<file path="src/common/oag_regs.svh">
// constants for the operand address generator
`ifndef OAG_REGS_SVH
`define OAG_REGS_SVH
`define OAG_XW 32
`define OAG_PC_LW_MASK 32'hffff_fffc
`define OAG_STEP_BYTE 32'h0000_0001
`define OAG_STEP_WORD 32'h0000_0002
`define OAG_STEP_LONG 32'h0000_0004
`define OAG_TRAP_SHIFT 2
`endif

</file>
<file path="src/common/oag_pkg.sv">
// types for the operand address generator
`default_nettype none
package oag_pkg;
  typedef enum logic [1:0] {
    OAG_SZ_BYTE = 2'h0,
    OAG_SZ_WORD = 2'h1,
    OAG_SZ_LONG = 2'h2
  } oag_size_e;
  typedef enum logic [3:0] {
    OAG_AM_DIRECT = 4'h0,
    OAG_AM_INDIRECT = 4'h1,
    OAG_AM_POSTINC = 4'h2,
    OAG_AM_PREDEC = 4'h3,
    OAG_AM_REG_DISP = 4'h4,
    OAG_AM_REG_INDEX = 4'h5,
    OAG_AM_GBR_DISP = 4'h6,
    OAG_AM_GBR_INDEX = 4'h7,
    OAG_AM_PC_DISP = 4'h8,
    OAG_AM_PC_SHORT = 4'h9,
    OAG_AM_PC_LONG = 4'ha,
    OAG_AM_PC_REG = 4'hb
  } oag_mode_e;
  typedef enum logic [1:0] {
    OAG_IMM_ZERO = 2'h0,
    OAG_IMM_SIGN = 2'h1,
    OAG_IMM_TRAP = 2'h2
  } oag_imm_e;
endpackage : oag_pkg
`default_nettype wire

</file>
<file path="src/common/oag_scale_if.sv">
// carries a displacement and size into the scaler and the result out
`default_nettype none
interface oag_scale_if;
  logic [31:0] disp;
  oag_pkg::oag_size_e size;
  logic [31:0] scaled;
  logic [31:0] step;
  modport core (output disp, output size, input scaled, input step);
  modport unit (input disp, input size, output scaled, output step);
endinterface : oag_scale_if
`default_nettype wire

</file>
<file path="src/logic/oag_core.sv">
// operand address generator: effective addresses and immediates
`default_nettype none
`include "oag_regs.svh"
module oag_core (
  input wire logic sys_clk_i,
  input wire logic reset_n_i,
  input wire logic req_valid_i,
  input wire oag_pkg::oag_mode_e mode_i,
  input wire oag_pkg::oag_size_e size_i,
  input wire oag_pkg::oag_imm_e imm_kind_i,
  input wire logic [11:0] disp_i,
  input wire logic [7:0] imm_i,
  input wire logic [31:0] selected_general_register_i,
  input wire logic [31:0] index_register_zero_i,
  input wire logic [31:0] global_base_register_i,
  input wire logic [31:0] pc_i,
  output logic [31:0] ea_o,
  output logic mem_access_o,
  output logic [31:0] operand_o,
  output logic operand_is_reg_o,
  output logic [31:0] reg_wb_data_o,
  output logic reg_wb_en_o,
  output logic [31:0] target_o,
  output logic target_valid_o,
  output logic [31:0] imm_ext_o,
  output logic size_err_o
);
  ////////////////////////////////////////////////////////////////////////////
  // displacement extension and scaling
  oag_scale_if sc ();
  logic [31:0] rn, r0, global_base_register, pc;
  logic [31:0] disp4_zx, disp8_zx, disp8_sx, disp12_sx, disp_sel;
  assign rn = selected_general_register_i;
  assign r0 = index_register_zero_i;
  assign global_base_register = global_base_register_i;
  assign pc = pc_i;
  assign disp4_zx = {28'h0, disp_i[3:0]};
  assign disp8_zx = {24'h0, disp_i[7:0]};
  assign disp8_sx = {{24{disp_i[7]}}, disp_i[7:0]};
  assign disp12_sx = {{20{disp_i[11]}}, disp_i[11:0]};
  // pick which displacement the scaler sees
  assign disp_sel = (mode_i == oag_pkg::OAG_AM_REG_DISP) ? disp4_zx
                  : (mode_i == oag_pkg::OAG_AM_GBR_DISP) ? disp8_zx
                  : (mode_i == oag_pkg::OAG_AM_PC_DISP) ? disp8_zx
                  : 32'h0;
  assign sc.disp = disp_sel;
  assign sc.size = size_i;
  oag_scaler u_scaler (
    .sc(sc.unit)
  );
  ////////////////////////////////////////////////////////////////////////////
  // address arithmetic, all modulo 2^32
  logic [31:0] rn_inc, rn_dec, pc_base, pc_disp_ea, br_short, br_long;
  logic [31:0] rn_disp_ea, gbr_disp_ea;
  assign rn_inc = rn + sc.step;
  assign rn_dec = rn - sc.step;
  assign rn_disp_ea = rn + sc.scaled;
  assign gbr_disp_ea = global_base_register + sc.scaled;
  // longword loads mask pc to a longword boundary
  assign pc_base = (size_i == oag_pkg::OAG_SZ_LONG) ?
                   (pc & `OAG_PC_LW_MASK) : pc;
  assign pc_disp_ea = pc_base + sc.scaled;
  // branch displacements count 16-bit instructions
  assign br_short = pc + {disp8_sx[30:0], 1'h0};
  assign br_long = pc + {disp12_sx[30:0], 1'h0};
  ////////////////////////////////////////////////////////////////////////////
  // mode decode into next values
  logic [31:0] ea_nxt, operand_nxt, wb_nxt, target_nxt, imm_nxt;
  logic mem_nxt, opreg_nxt, wb_en_nxt, tgt_nxt, err_nxt;
  always_comb begin
    ea_nxt = 32'h0;
    operand_nxt = 32'h0;
    wb_nxt = 32'h0;
    target_nxt = 32'h0;
    mem_nxt = 1'b0;
    opreg_nxt = 1'b0;
    wb_en_nxt = 1'b0;
    tgt_nxt = 1'b0;
    err_nxt = 1'b0;
    case (mode_i)
      oag_pkg::OAG_AM_DIRECT: begin
        operand_nxt = rn;
        opreg_nxt = 1'b1;
      end
      oag_pkg::OAG_AM_INDIRECT: begin
        ea_nxt = rn;
        mem_nxt = 1'b1;
      end
      oag_pkg::OAG_AM_POSTINC: begin
        ea_nxt = rn;
        mem_nxt = 1'b1;
        wb_nxt = rn_inc;
        wb_en_nxt = 1'b1;
      end
      oag_pkg::OAG_AM_PREDEC: begin
        ea_nxt = rn_dec;
        mem_nxt = 1'b1;
        wb_nxt = rn_dec;
        wb_en_nxt = 1'b1;
      end
      oag_pkg::OAG_AM_REG_DISP: begin
        ea_nxt = rn_disp_ea;
        mem_nxt = 1'b1;
      end
      oag_pkg::OAG_AM_REG_INDEX: begin
        ea_nxt = rn + r0;
        mem_nxt = 1'b1;
      end
      oag_pkg::OAG_AM_GBR_DISP: begin
        ea_nxt = gbr_disp_ea;
        mem_nxt = 1'b1;
      end
      oag_pkg::OAG_AM_GBR_INDEX: begin
        ea_nxt = global_base_register + r0;
        mem_nxt = 1'b1;
      end
      oag_pkg::OAG_AM_PC_DISP: begin
        // byte size (and the unused code, read as byte) is refused here
        if (size_i != oag_pkg::OAG_SZ_WORD &&
            size_i != oag_pkg::OAG_SZ_LONG) begin
          err_nxt = 1'b1;
        end else begin
          ea_nxt = pc_disp_ea;
          mem_nxt = 1'b1;
        end
      end
      oag_pkg::OAG_AM_PC_SHORT: begin
        target_nxt = br_short;
        tgt_nxt = 1'b1;
      end
      oag_pkg::OAG_AM_PC_LONG: begin
        target_nxt = br_long;
        tgt_nxt = 1'b1;
      end
      oag_pkg::OAG_AM_PC_REG: begin
        target_nxt = pc + rn;
        tgt_nxt = 1'b1;
      end
      default: begin
        err_nxt = 1'b1;
      end
    endcase
  end
  ////////////////////////////////////////////////////////////////////////////
  // immediate extension
  assign imm_nxt = (imm_kind_i == oag_pkg::OAG_IMM_SIGN)
                 ? {{24{imm_i[7]}}, imm_i}
                 : (imm_kind_i == oag_pkg::OAG_IMM_TRAP)
                 ? {22'h0, imm_i, 2'h0}
                 : {24'h0, imm_i};
  ////////////////////////////////////////////////////////////////////////////
  // output registers, one cycle after a valid request
  always_ff @(posedge sys_clk_i) begin
    if (!reset_n_i) begin
      ea_o <= 32'h0;
      operand_o <= 32'h0;
      reg_wb_data_o <= 32'h0;
      target_o <= 32'h0;
      imm_ext_o <= 32'h0;
    end else if (req_valid_i) begin
      ea_o <= ea_nxt;
      operand_o <= operand_nxt;
      reg_wb_data_o <= wb_nxt;
      target_o <= target_nxt;
      imm_ext_o <= imm_nxt;
    end
  end
  // strobes last exactly one cycle per request
  always_ff @(posedge sys_clk_i) begin
    if (!reset_n_i) begin
      mem_access_o <= 1'b0;
      operand_is_reg_o <= 1'b0;
      reg_wb_en_o <= 1'b0;
      target_valid_o <= 1'b0;
      size_err_o <= 1'b0;
    end else begin
      mem_access_o <= req_valid_i & mem_nxt;
      operand_is_reg_o <= req_valid_i & opreg_nxt;
      reg_wb_en_o <= req_valid_i & wb_en_nxt;
      target_valid_o <= req_valid_i & tgt_nxt;
      size_err_o <= req_valid_i & err_nxt;
    end
  end
endmodule // oag_core
`default_nettype wire

</file>
<file path="src/logic/oag_scaler.sv">
// scales a displacement by operand size and gives the size step
`default_nettype none
`include "oag_regs.svh"
module oag_scaler (
  oag_scale_if.unit sc
);
  // byte keeps the value, word doubles, longword quadruples
  assign sc.scaled = (sc.size == oag_pkg::OAG_SZ_LONG) ? {sc.disp[29:0], 2'h0}
                   : (sc.size == oag_pkg::OAG_SZ_WORD) ? {sc.disp[30:0], 1'h0}
                   : sc.disp;
  // step for post-increment and pre-decrement
  assign sc.step = (sc.size == oag_pkg::OAG_SZ_LONG) ? `OAG_STEP_LONG
                 : (sc.size == oag_pkg::OAG_SZ_WORD) ? `OAG_STEP_WORD
                 : `OAG_STEP_BYTE;
endmodule // oag_scaler
`default_nettype wire

</file>
<file path="config.mk">
export PLATFORM = sky130hd
export DESIGN_NAME = oag_core
export DESIGN_NICKNAME = d
export VERILOG_FILES = /design/src/common/oag_pkg.sv /design/src/common/oag_scale_if.sv /design/src/logic/oag_core.sv /design/src/logic/oag_scaler.sv
export VERILOG_INCLUDE_DIRS = /design/src /design/src/common
export SDC_FILE = /design/constraint.sdc
export NUM_CORES = 1
export LEC_CHECK = 0
export BUFFER_PORTS_ARGS = -buffer_cell sky130_fd_sc_hd__buf_4
export CAP_MARGIN = 20
export CORE_ASPECT_RATIO = 1.25
export CORE_MARGIN = 3
export CORE_UTILIZATION = 50
export CTS_CLUSTER_SIZE = 14
export DETAILED_ROUTE_END_ITERATION = 16
export PLACE_DENSITY = 0.74
export SLEW_MARGIN = 20
export SYNTH_ARGS = -nofsm -noshare
export SYNTH_HDL_FRONTEND = slang
export SYNTH_SLANG_ARGS = --single-unit
</file>
<file path="constraint.sdc">
create_clock -name sys_clk_i -period 9.9 [get_ports sys_clk_i]
set_input_delay 1.98 -clock sys_clk_i [delete_from_list [all_inputs] [get_ports sys_clk_i]]
set_output_delay 1.98 -clock sys_clk_i [all_outputs]
set_load 0.05 [all_outputs]
</file>
==> flow_metrics.py, run 1 <==
metrics = {
    "clocking": {
        "cts.sinks": 144,
        "post_cts_buffers": 0,
        "clockBufferDepth": 2,
        "worstSkewPairLatency_ns": 0.44,
        "postCtsHoldBufs": 0,
        "clkSlewWorstSetupHoldPaths_ns": 0.07,
        "cts_max_level": 4,
        "cts_tree": "yes",
        "cts_root_buffer": "clkbuf_16",
        "cts.repair.resized": 0,
        "cts_buffers": 17,
    },
    "grt": {
        "grtUsageTotal_pct": 35.33,
        "antenna_found_initial": 0,
        "grt_pass1_wl_um": 90620,
        "grt.busiest_layer": "met2",
        "grt_max_degree": 76,
        "met1_usage_pct": 46.65,
        "grt_overflow_total": 0,
        "first_global_vias": 15900,
        "grt_use_met2_pct": 58.18,
        "grtUsageMet3_pct": 6.165,
    },
    "logic_synthesis": {
        "yosys_warnings": 0,
        "ys_seq_area_share_pct": 19.07,
        "synth_fp_nets": 2299,
        "ys_ff_latch": 144,
        "yosysTopAreaCell": "dfxtp_1",
        "ys_top_cells_by_area": "dfxtp_1 19%, ha_1 10%, a21oi_1 6.3%",
        "synthFlopType": "dfxtp_1",
        "synth_top_area_share_pct": 19.07,
        "synth-edff-count": 0,
        "syn_area_per_cell_um2": 7.505,
        "syn_area_mm2": 0.01511,
        "synth_cells": 2014,
        "async_reset_ff_share_pct": 0,
        "ys_types": 85,
    },
    "die": {
        "die-area_mm2": 0.03236,
        "rows": 70,
        "core_region_area_mm2": 0.02952,
        "ios": 324,
        "initial_core_util_pct": 51.21,
        "die_width_um": 161.5,
        "fp.dieH_um": 200.4,
    },
    "sta": {
        "rsz0062_at_grt": "false",
        "finalSetupTns_ns": 0,
        "worst_pin_slew_ns": 1.003,
        "setup_viol": 0,
        "fmax_ghz": 0.1547,
        "period_share_pct": 65.31,
        "slew_viol_final": 0,
        "finalHoldViolCount": 0,
        "fin_crit_ns": 6.466,
        "relSlewSlack_pct": 33.11,
        "fin_skew_ns": 0,
    },
    "critical_path": {
        "critical_path_class": "input pin to flop",
        "end_kind": "flop",
        "required_ns": 10.28,
        "crit_arrival_ns": 6.84,
        "critPathMaxFanout": 19,
        "cp-start-kind": "input pin",
    },
    "pwr": {
        "p_clk_share_pct": 32.7,
        "p_leak_nw": 7.813,
        "seqPwrFrac_pct": 28.8,
        "p_comb_share_pct": 38.5,
        "p_sw_w": 0.0008363,
        "pwr_density_cell_mw_per_mm2": 117.9,
        "swShare_pct": 38.90,
        "p_int_w": 0.001313,
        "vdd.ir_drop.worst_uv": 104.0,
    },
    "layout": {
        "syn_to_final_growth_pct": 20.68,
        "antennaDiodeCount": 0,
        "drive_above_1_share_pct": 19.72,
        "nets": 2524,
        "final_util_pct": 61.80,
    },
    "placement": {
        "gp_congestion": 0.9845,
        "port_buffers": 323,
        "hpwl_um": 46310,
    },
    "detailed_routing": {
        "via_count": 16750,
        "drt_iter0_markers": 1624,
        "wirelength_um": 59640,
        "wl_per_cell_um": 22.52,
        "via_per_inst": 6.326,
        "firstDrtPassIters": 5,
        "drc_errors": 0,
        "antenna_left": 0,
    },
    "status": {
        "status": "complete, no violations",
    },
    "job": {
        "maxCapViolCount": 0,
    },
    "min_path": {
        "hold_class": "flop to flop",
    },
}
per-layer routing:
| metal | wire length (um) | part of all wire [%] |
|---|---|---|
| met1 | 24930 | 42 |
| met2 | 27540 | 46 |
| met5 | 0 | 0 |
| met4 | 1870 | 3.1 |
| met3 | 5296 | 8.9 |
synthesized netlist by cell type (22+ instances only):
library cell  instances
and3_1               30
a211oi_1             35
ha_1                121
nor2_1              176
clkbuf_1            105
mux2i_1              41
nor3_1               41
o211ai_1             22
a21oi_1             189
inv_1                44
nand3_1              62
a21o_1               53
dfxtp_1             144
a22oi_1              30
xor2_1               62
a31oi_1              26
xnor2_1              91
o21ai_0             137
nand2b_1             22
nand2_1             179
a221oi_1             24
mux2_2               31
a22o_1               39
cell families after synthesis:
logic type | after synthesis | synth area share [%]
adder cells (fa/ha/maj) | 126 | 10.68
AO/OA/AOI/OAI | 699 | 30.66
XOR/XNOR | 154 | 8.974
multiplexers | 73 | 5.174
AND/OR/NAND/NOR | 634 | 20.27
buffers and inverters | 184 | 5.166
flip-flops | 144 | 19.07
placed cells by master, fill, tap and decap left out, types with 15 or more instances in the layout:
| master | count |
|---|---|
| and2_1 | 17 |
| o211ai_1 | 22 |
| nand3_1 | 62 |
| inv_1 | 43 |
| a21o_1 | 53 |
| o221ai_1 | 15 |
| nor3_1 | 40 |
| a221oi_1 | 24 |
| clkbuf_16 | 17 |
| nor2b_1 | 21 |
| dfxtp_1 | 144 |
| and3_1 | 30 |
| buf_4 | 346 |
| a21oi_1 | 189 |
| nand2_1 | 179 |
| mux2_2 | 31 |
| nor2_1 | 175 |
| a31oi_1 | 26 |
| nand2b_1 | 22 |
| a22o_1 | 39 |
| nand4_1 | 15 |
| ha_1 | 121 |
| mux2i_1 | 41 |
| a211oi_1 | 35 |
| xnor2_1 | 91 |
| o21bai_1 | 17 |
| o21ai_0 | 137 |
| o21a_1 | 16 |
| xor2_1 | 62 |
| a22oi_1 | 30 |
critical path, stage by stage:
cell and delay (ns):
buf_4 0.18, nor2b_1 0.52, a21boi_0 0.31, a31oi_1 0.44, inv_1 0.45, ha_1 0.49
a21o_1 0.19, a21o_1 0.18, a21oi_1 0.13, o21ai_0 0.11, a21o_1 0.21, a221oi_1 0.49
o21ai_0 0.24, or3b_2 0.50, a31o_2 0.24, a41oi_1 0.18
final cells by class:
type	instances	area, um2
inverters	44	165.2
clock buffers	20	466.7
multi-input cells	1686	11480
well taps	396	495.5
fillers	2700	11280
clock inverters	12	148.9
repair buffers	346	2597
flip-flops and latches	144	2883
flip-flops by register name (all words and copies together), names as in the netlist:
register	cells
ea_o	32
operand_o	32
reg_wb_data_o	32
target_o	32
imm_ext_o	11
mem_access_o	1
operand_is_reg_o	1
reg_wb_en_o	1
size_err_o	1
target_valid_o	1
final timing paths:
kind	from	endpoint	slack [ns]	cells after the start
max	mode_i[3]	target_o[29]$_SDFFE_PN0P_	3.43	16
min	ea_o[4]$_SDFFE_PN0P_	ea_o[4]$_SDFFE_PN0P_	0.46	2
max reg2reg	ea_o[11]$_SDFFE_PN0P_	ea_o[11]$_SDFFE_PN0P_	8.45	6
min reg2reg	ea_o[4]$_SDFFE_PN0P_	ea_o[4]$_SDFFE_PN0P_	0.46	2
power by group through the flow:
stage	sequential [W]	combinational [W]	clock (W)
floorplan	0.000709	0.000474	0
global placement	0.000631	0.000803	0
detailed placement	0.000632	0.000807	0
CTS	0.000619	0.000814	0.000705
global route	0.000621	0.000891	0.000731
finish	0.000619	0.000828	0.000703
per-stage QoR:
stage               total power, W  area, um2  hold WS (ns)  cells  setup WS, ns
CTS                       0.002138      18240        0.4702   2648         3.584
global placement          0.001434      17620        0.4324   2616         3.315
detailed placement        0.001439      17620        0.4519   2616         3.170
floorplan                 0.001183      15110        0.6578   2014         3.968
finish                    0.002150      18240        0.4635   2648         3.434
global route              0.002244      18240        0.4857   2648         3.112
Power figures use the tool's default switching activity.
==> inputs of run 2 (changes only) <==
Clock period 9.9 ns to 6.4 ns, I/O delays scaled along.
==> flow_metrics.py, run 2 (synthesized netlist as in run 1, its figures left out) <==
metrics = {
    "pwr": {
        "vdd.ir_drop.worst_uv": 164.7,
        "p_int_w": 0.002000,
        "power_w": 0.003291,
        "p_sw_w": 0.001291,
        "p_leak_nw": 7.812,
        "p_clk_share_pct": 32.0,
        "swShare_pct": 39.23,
        "p_comb_share_pct": 38.9,
        "seqPwrFrac_pct": 29.1,
        "pwr_density_cell_mw_per_mm2": 180.3,
    },
    "layout": {
        "drive_above_1_share_pct": 19.81,
        "syn_to_final_growth_pct": 20.76,
        "final_common_cell": "buf_4",
        "nets": 2529,
        "final_cell_mix": "350 x buf_4, 189 x a21oi_1, 179 x nand2_1",
    },
    "sta": {
        "slew_viol_final": 0,
        "fmax_ghz": 0.1755,
        "fin_skew_ns": 0,
        "rsz0062_at_grt": "false",
        "finalHoldViolCount": 0,
        "relSlewSlack_pct": 31.76,
        "period_share_pct": 89.04,
        "worst_pin_slew_ns": 1.024,
        "finalSetupTns_ns": 0,
        "setup_viol": 0,
        "fin_crit_ns": 5.698,
    },
    "detailed_routing": {
        "wl_per_cell_um": 22.38,
        "antenna_left": 0,
        "wirelength_um": 59400,
        "drc_errors": 0,
        "firstDrtPassIters": 7,
        "via_per_inst": 6.340,
        "drt_iter0_markers": 1643,
        "via_count": 16830,
    },
    "grt": {
        "grt_pass1_wl_um": 90700,
        "antenna_found_initial": 1,
        "grtUsageTotal_pct": 35.17,
        "grt_max_degree": 66,
        "first_global_vias": 16090,
        "grt_overflow_total": 0,
    },
    "min_path": {
        "hp-start": "target_o[30]$_SDFFE_PN0P_",
        "holdPathStages": 2,
        "min_to": "target_o[30]$_SDFFE_PN0P_",
        "hold_class": "flop to flop",
    },
    "critical_path": {
        "ff2ff_setup_slack_ns": 4.84,
        "cp-start-kind": "input pin",
        "crit_arrival_ns": 6.08,
        "end_kind": "flop",
        "critical_path_class": "input pin to flop",
        "required_ns": 6.78,
        "critPathMaxFanout": 26,
        "reg2reg_from": "ea_o[11]$_SDFFE_PN0P_",
        "worst-r2r-cell-count": 6,
        "r2r-end": "ea_o[11]$_SDFFE_PN0P_",
    },
    "placement": {
        "gp_congestion": 0.9824,
        "port_buffers": 323,
        "hpwl_um": 46910,
    },
    "clocking": {
        "cts_root_buffer": "clkbuf_16",
        "cts.sinks": 144,
        "cts_max_level": 4,
        "clockBufferDepth": 2,
        "cts.repair.resized": 0,
        "clkSlewWorstSetupHoldPaths_ns": 0.07,
        "post_cts_buffers": 0,
        "cts_tree": "yes",
        "postCtsHoldBufs": 0,
        "worstSkewPairLatency_ns": 0.45,
        "cts_buffers": 17,
    },
    "job": {
        "maxCapViolCount": 0,
    },
    "die": {
        "die_width_um": 161.5,
        "core_region_area_mm2": 0.02952,
        "fp.dieH_um": 200.4,
        "initial_core_util_pct": 51.21,
        "die-area_mm2": 0.03236,
        "rows": 70,
        "ios": 324,
    },
    "status": {
        "status": "complete, no violations",
    },
}
run 2: cell type report:
cell class | instances | area, um2
clock buffers | 19 | 432.9
diodes | 1 | 2.502
repair buffers | 351 | 2639
fillers | 2764 | 11260
multi-input cells | 1686 | 11480
inverters | 44 | 165.2
flip-flops and latches | 144 | 2883
clock inverters | 13 | 151.4
well taps | 396 | 495.5
run 2: how the worst max path moves through the flow:
stage                     cells past startpoint       from  slack, ns                         to
after floorplan                              17  mode_i[3]       1.17  target_o[29]$_SDFFE_PN0P_
after global routing                         16  mode_i[0]       0.29  target_o[29]$_SDFFE_PN0P_
final                                        16  mode_i[0]       0.70  target_o[29]$_SDFFE_PN0P_
after detailed placement                     16  mode_i[0]       0.36  target_o[29]$_SDFFE_PN0P_
after CTS                                    16  mode_i[0]       0.78  target_o[29]$_SDFFE_PN0P_
after global placement                       16  mode_i[0]       0.57  target_o[29]$_SDFFE_PN0P_
run 2: stage by stage:
step / cells / util [%] / area, um2 / hold slack [ns] / worst slack (ns)
2_1_floorplan: 2014 / - / 15110 / 0.6578 / 1.168
3_3_place_gp: 2620 / 59.81 / 17650 / 0.4364 / 0.5680
3_5_place_dp: 2620 / 59.81 / 17650 / 0.4514 / 0.3645
4_1_cts: 2652 / 61.79 / 18240 / 0.4614 / 0.7751
5_1_grt: 2654 / 61.84 / 18250 / 0.4802 / 0.2877
6_report: 2654 / 61.84 / 18250 / 0.4581 / 0.7016
run 2: critical path: stages:
cell and delay, ns:
buf_4 0.21, nor2b_1 0.42, a21boi_0 0.29, a31oi_1 0.39, inv_1 0.44, ha_1 0.50
a21o_1 0.20, a21o_1 0.17, a21oi_1 0.14, o21ai_0 0.09, a21o_1 0.18, a221oi_1 0.54
o21ai_0 0.25, or3b_2 0.51, a31o_2 0.25, a41oi_1 0.19
run 2: layer usage:
layer  global-route usage, %  vias to the layer above  wire length, um  share of wire, %
met5                       0                        -                0                 0
met4                   12.30                        0             1947               3.3
met2                   58.03                      885            27490                46
met3                   6.020                      121             5051               8.5
li1                        -                     7919                -                 -
met1                   46.20                     7902            24910                42
run 2: power by group through the flow:
stage          Combinational [W]  Clock, W  Sequential, W
3_3_place_gp             0.00124         0       0.000976
2_1_floorplan           0.000734         0        0.00110
5_1_grt                  0.00138   0.00109       0.000960
6_report                 0.00128   0.00105       0.000957
3_5_place_dp             0.00125         0       0.000976
4_1_cts                  0.00126   0.00106       0.000956
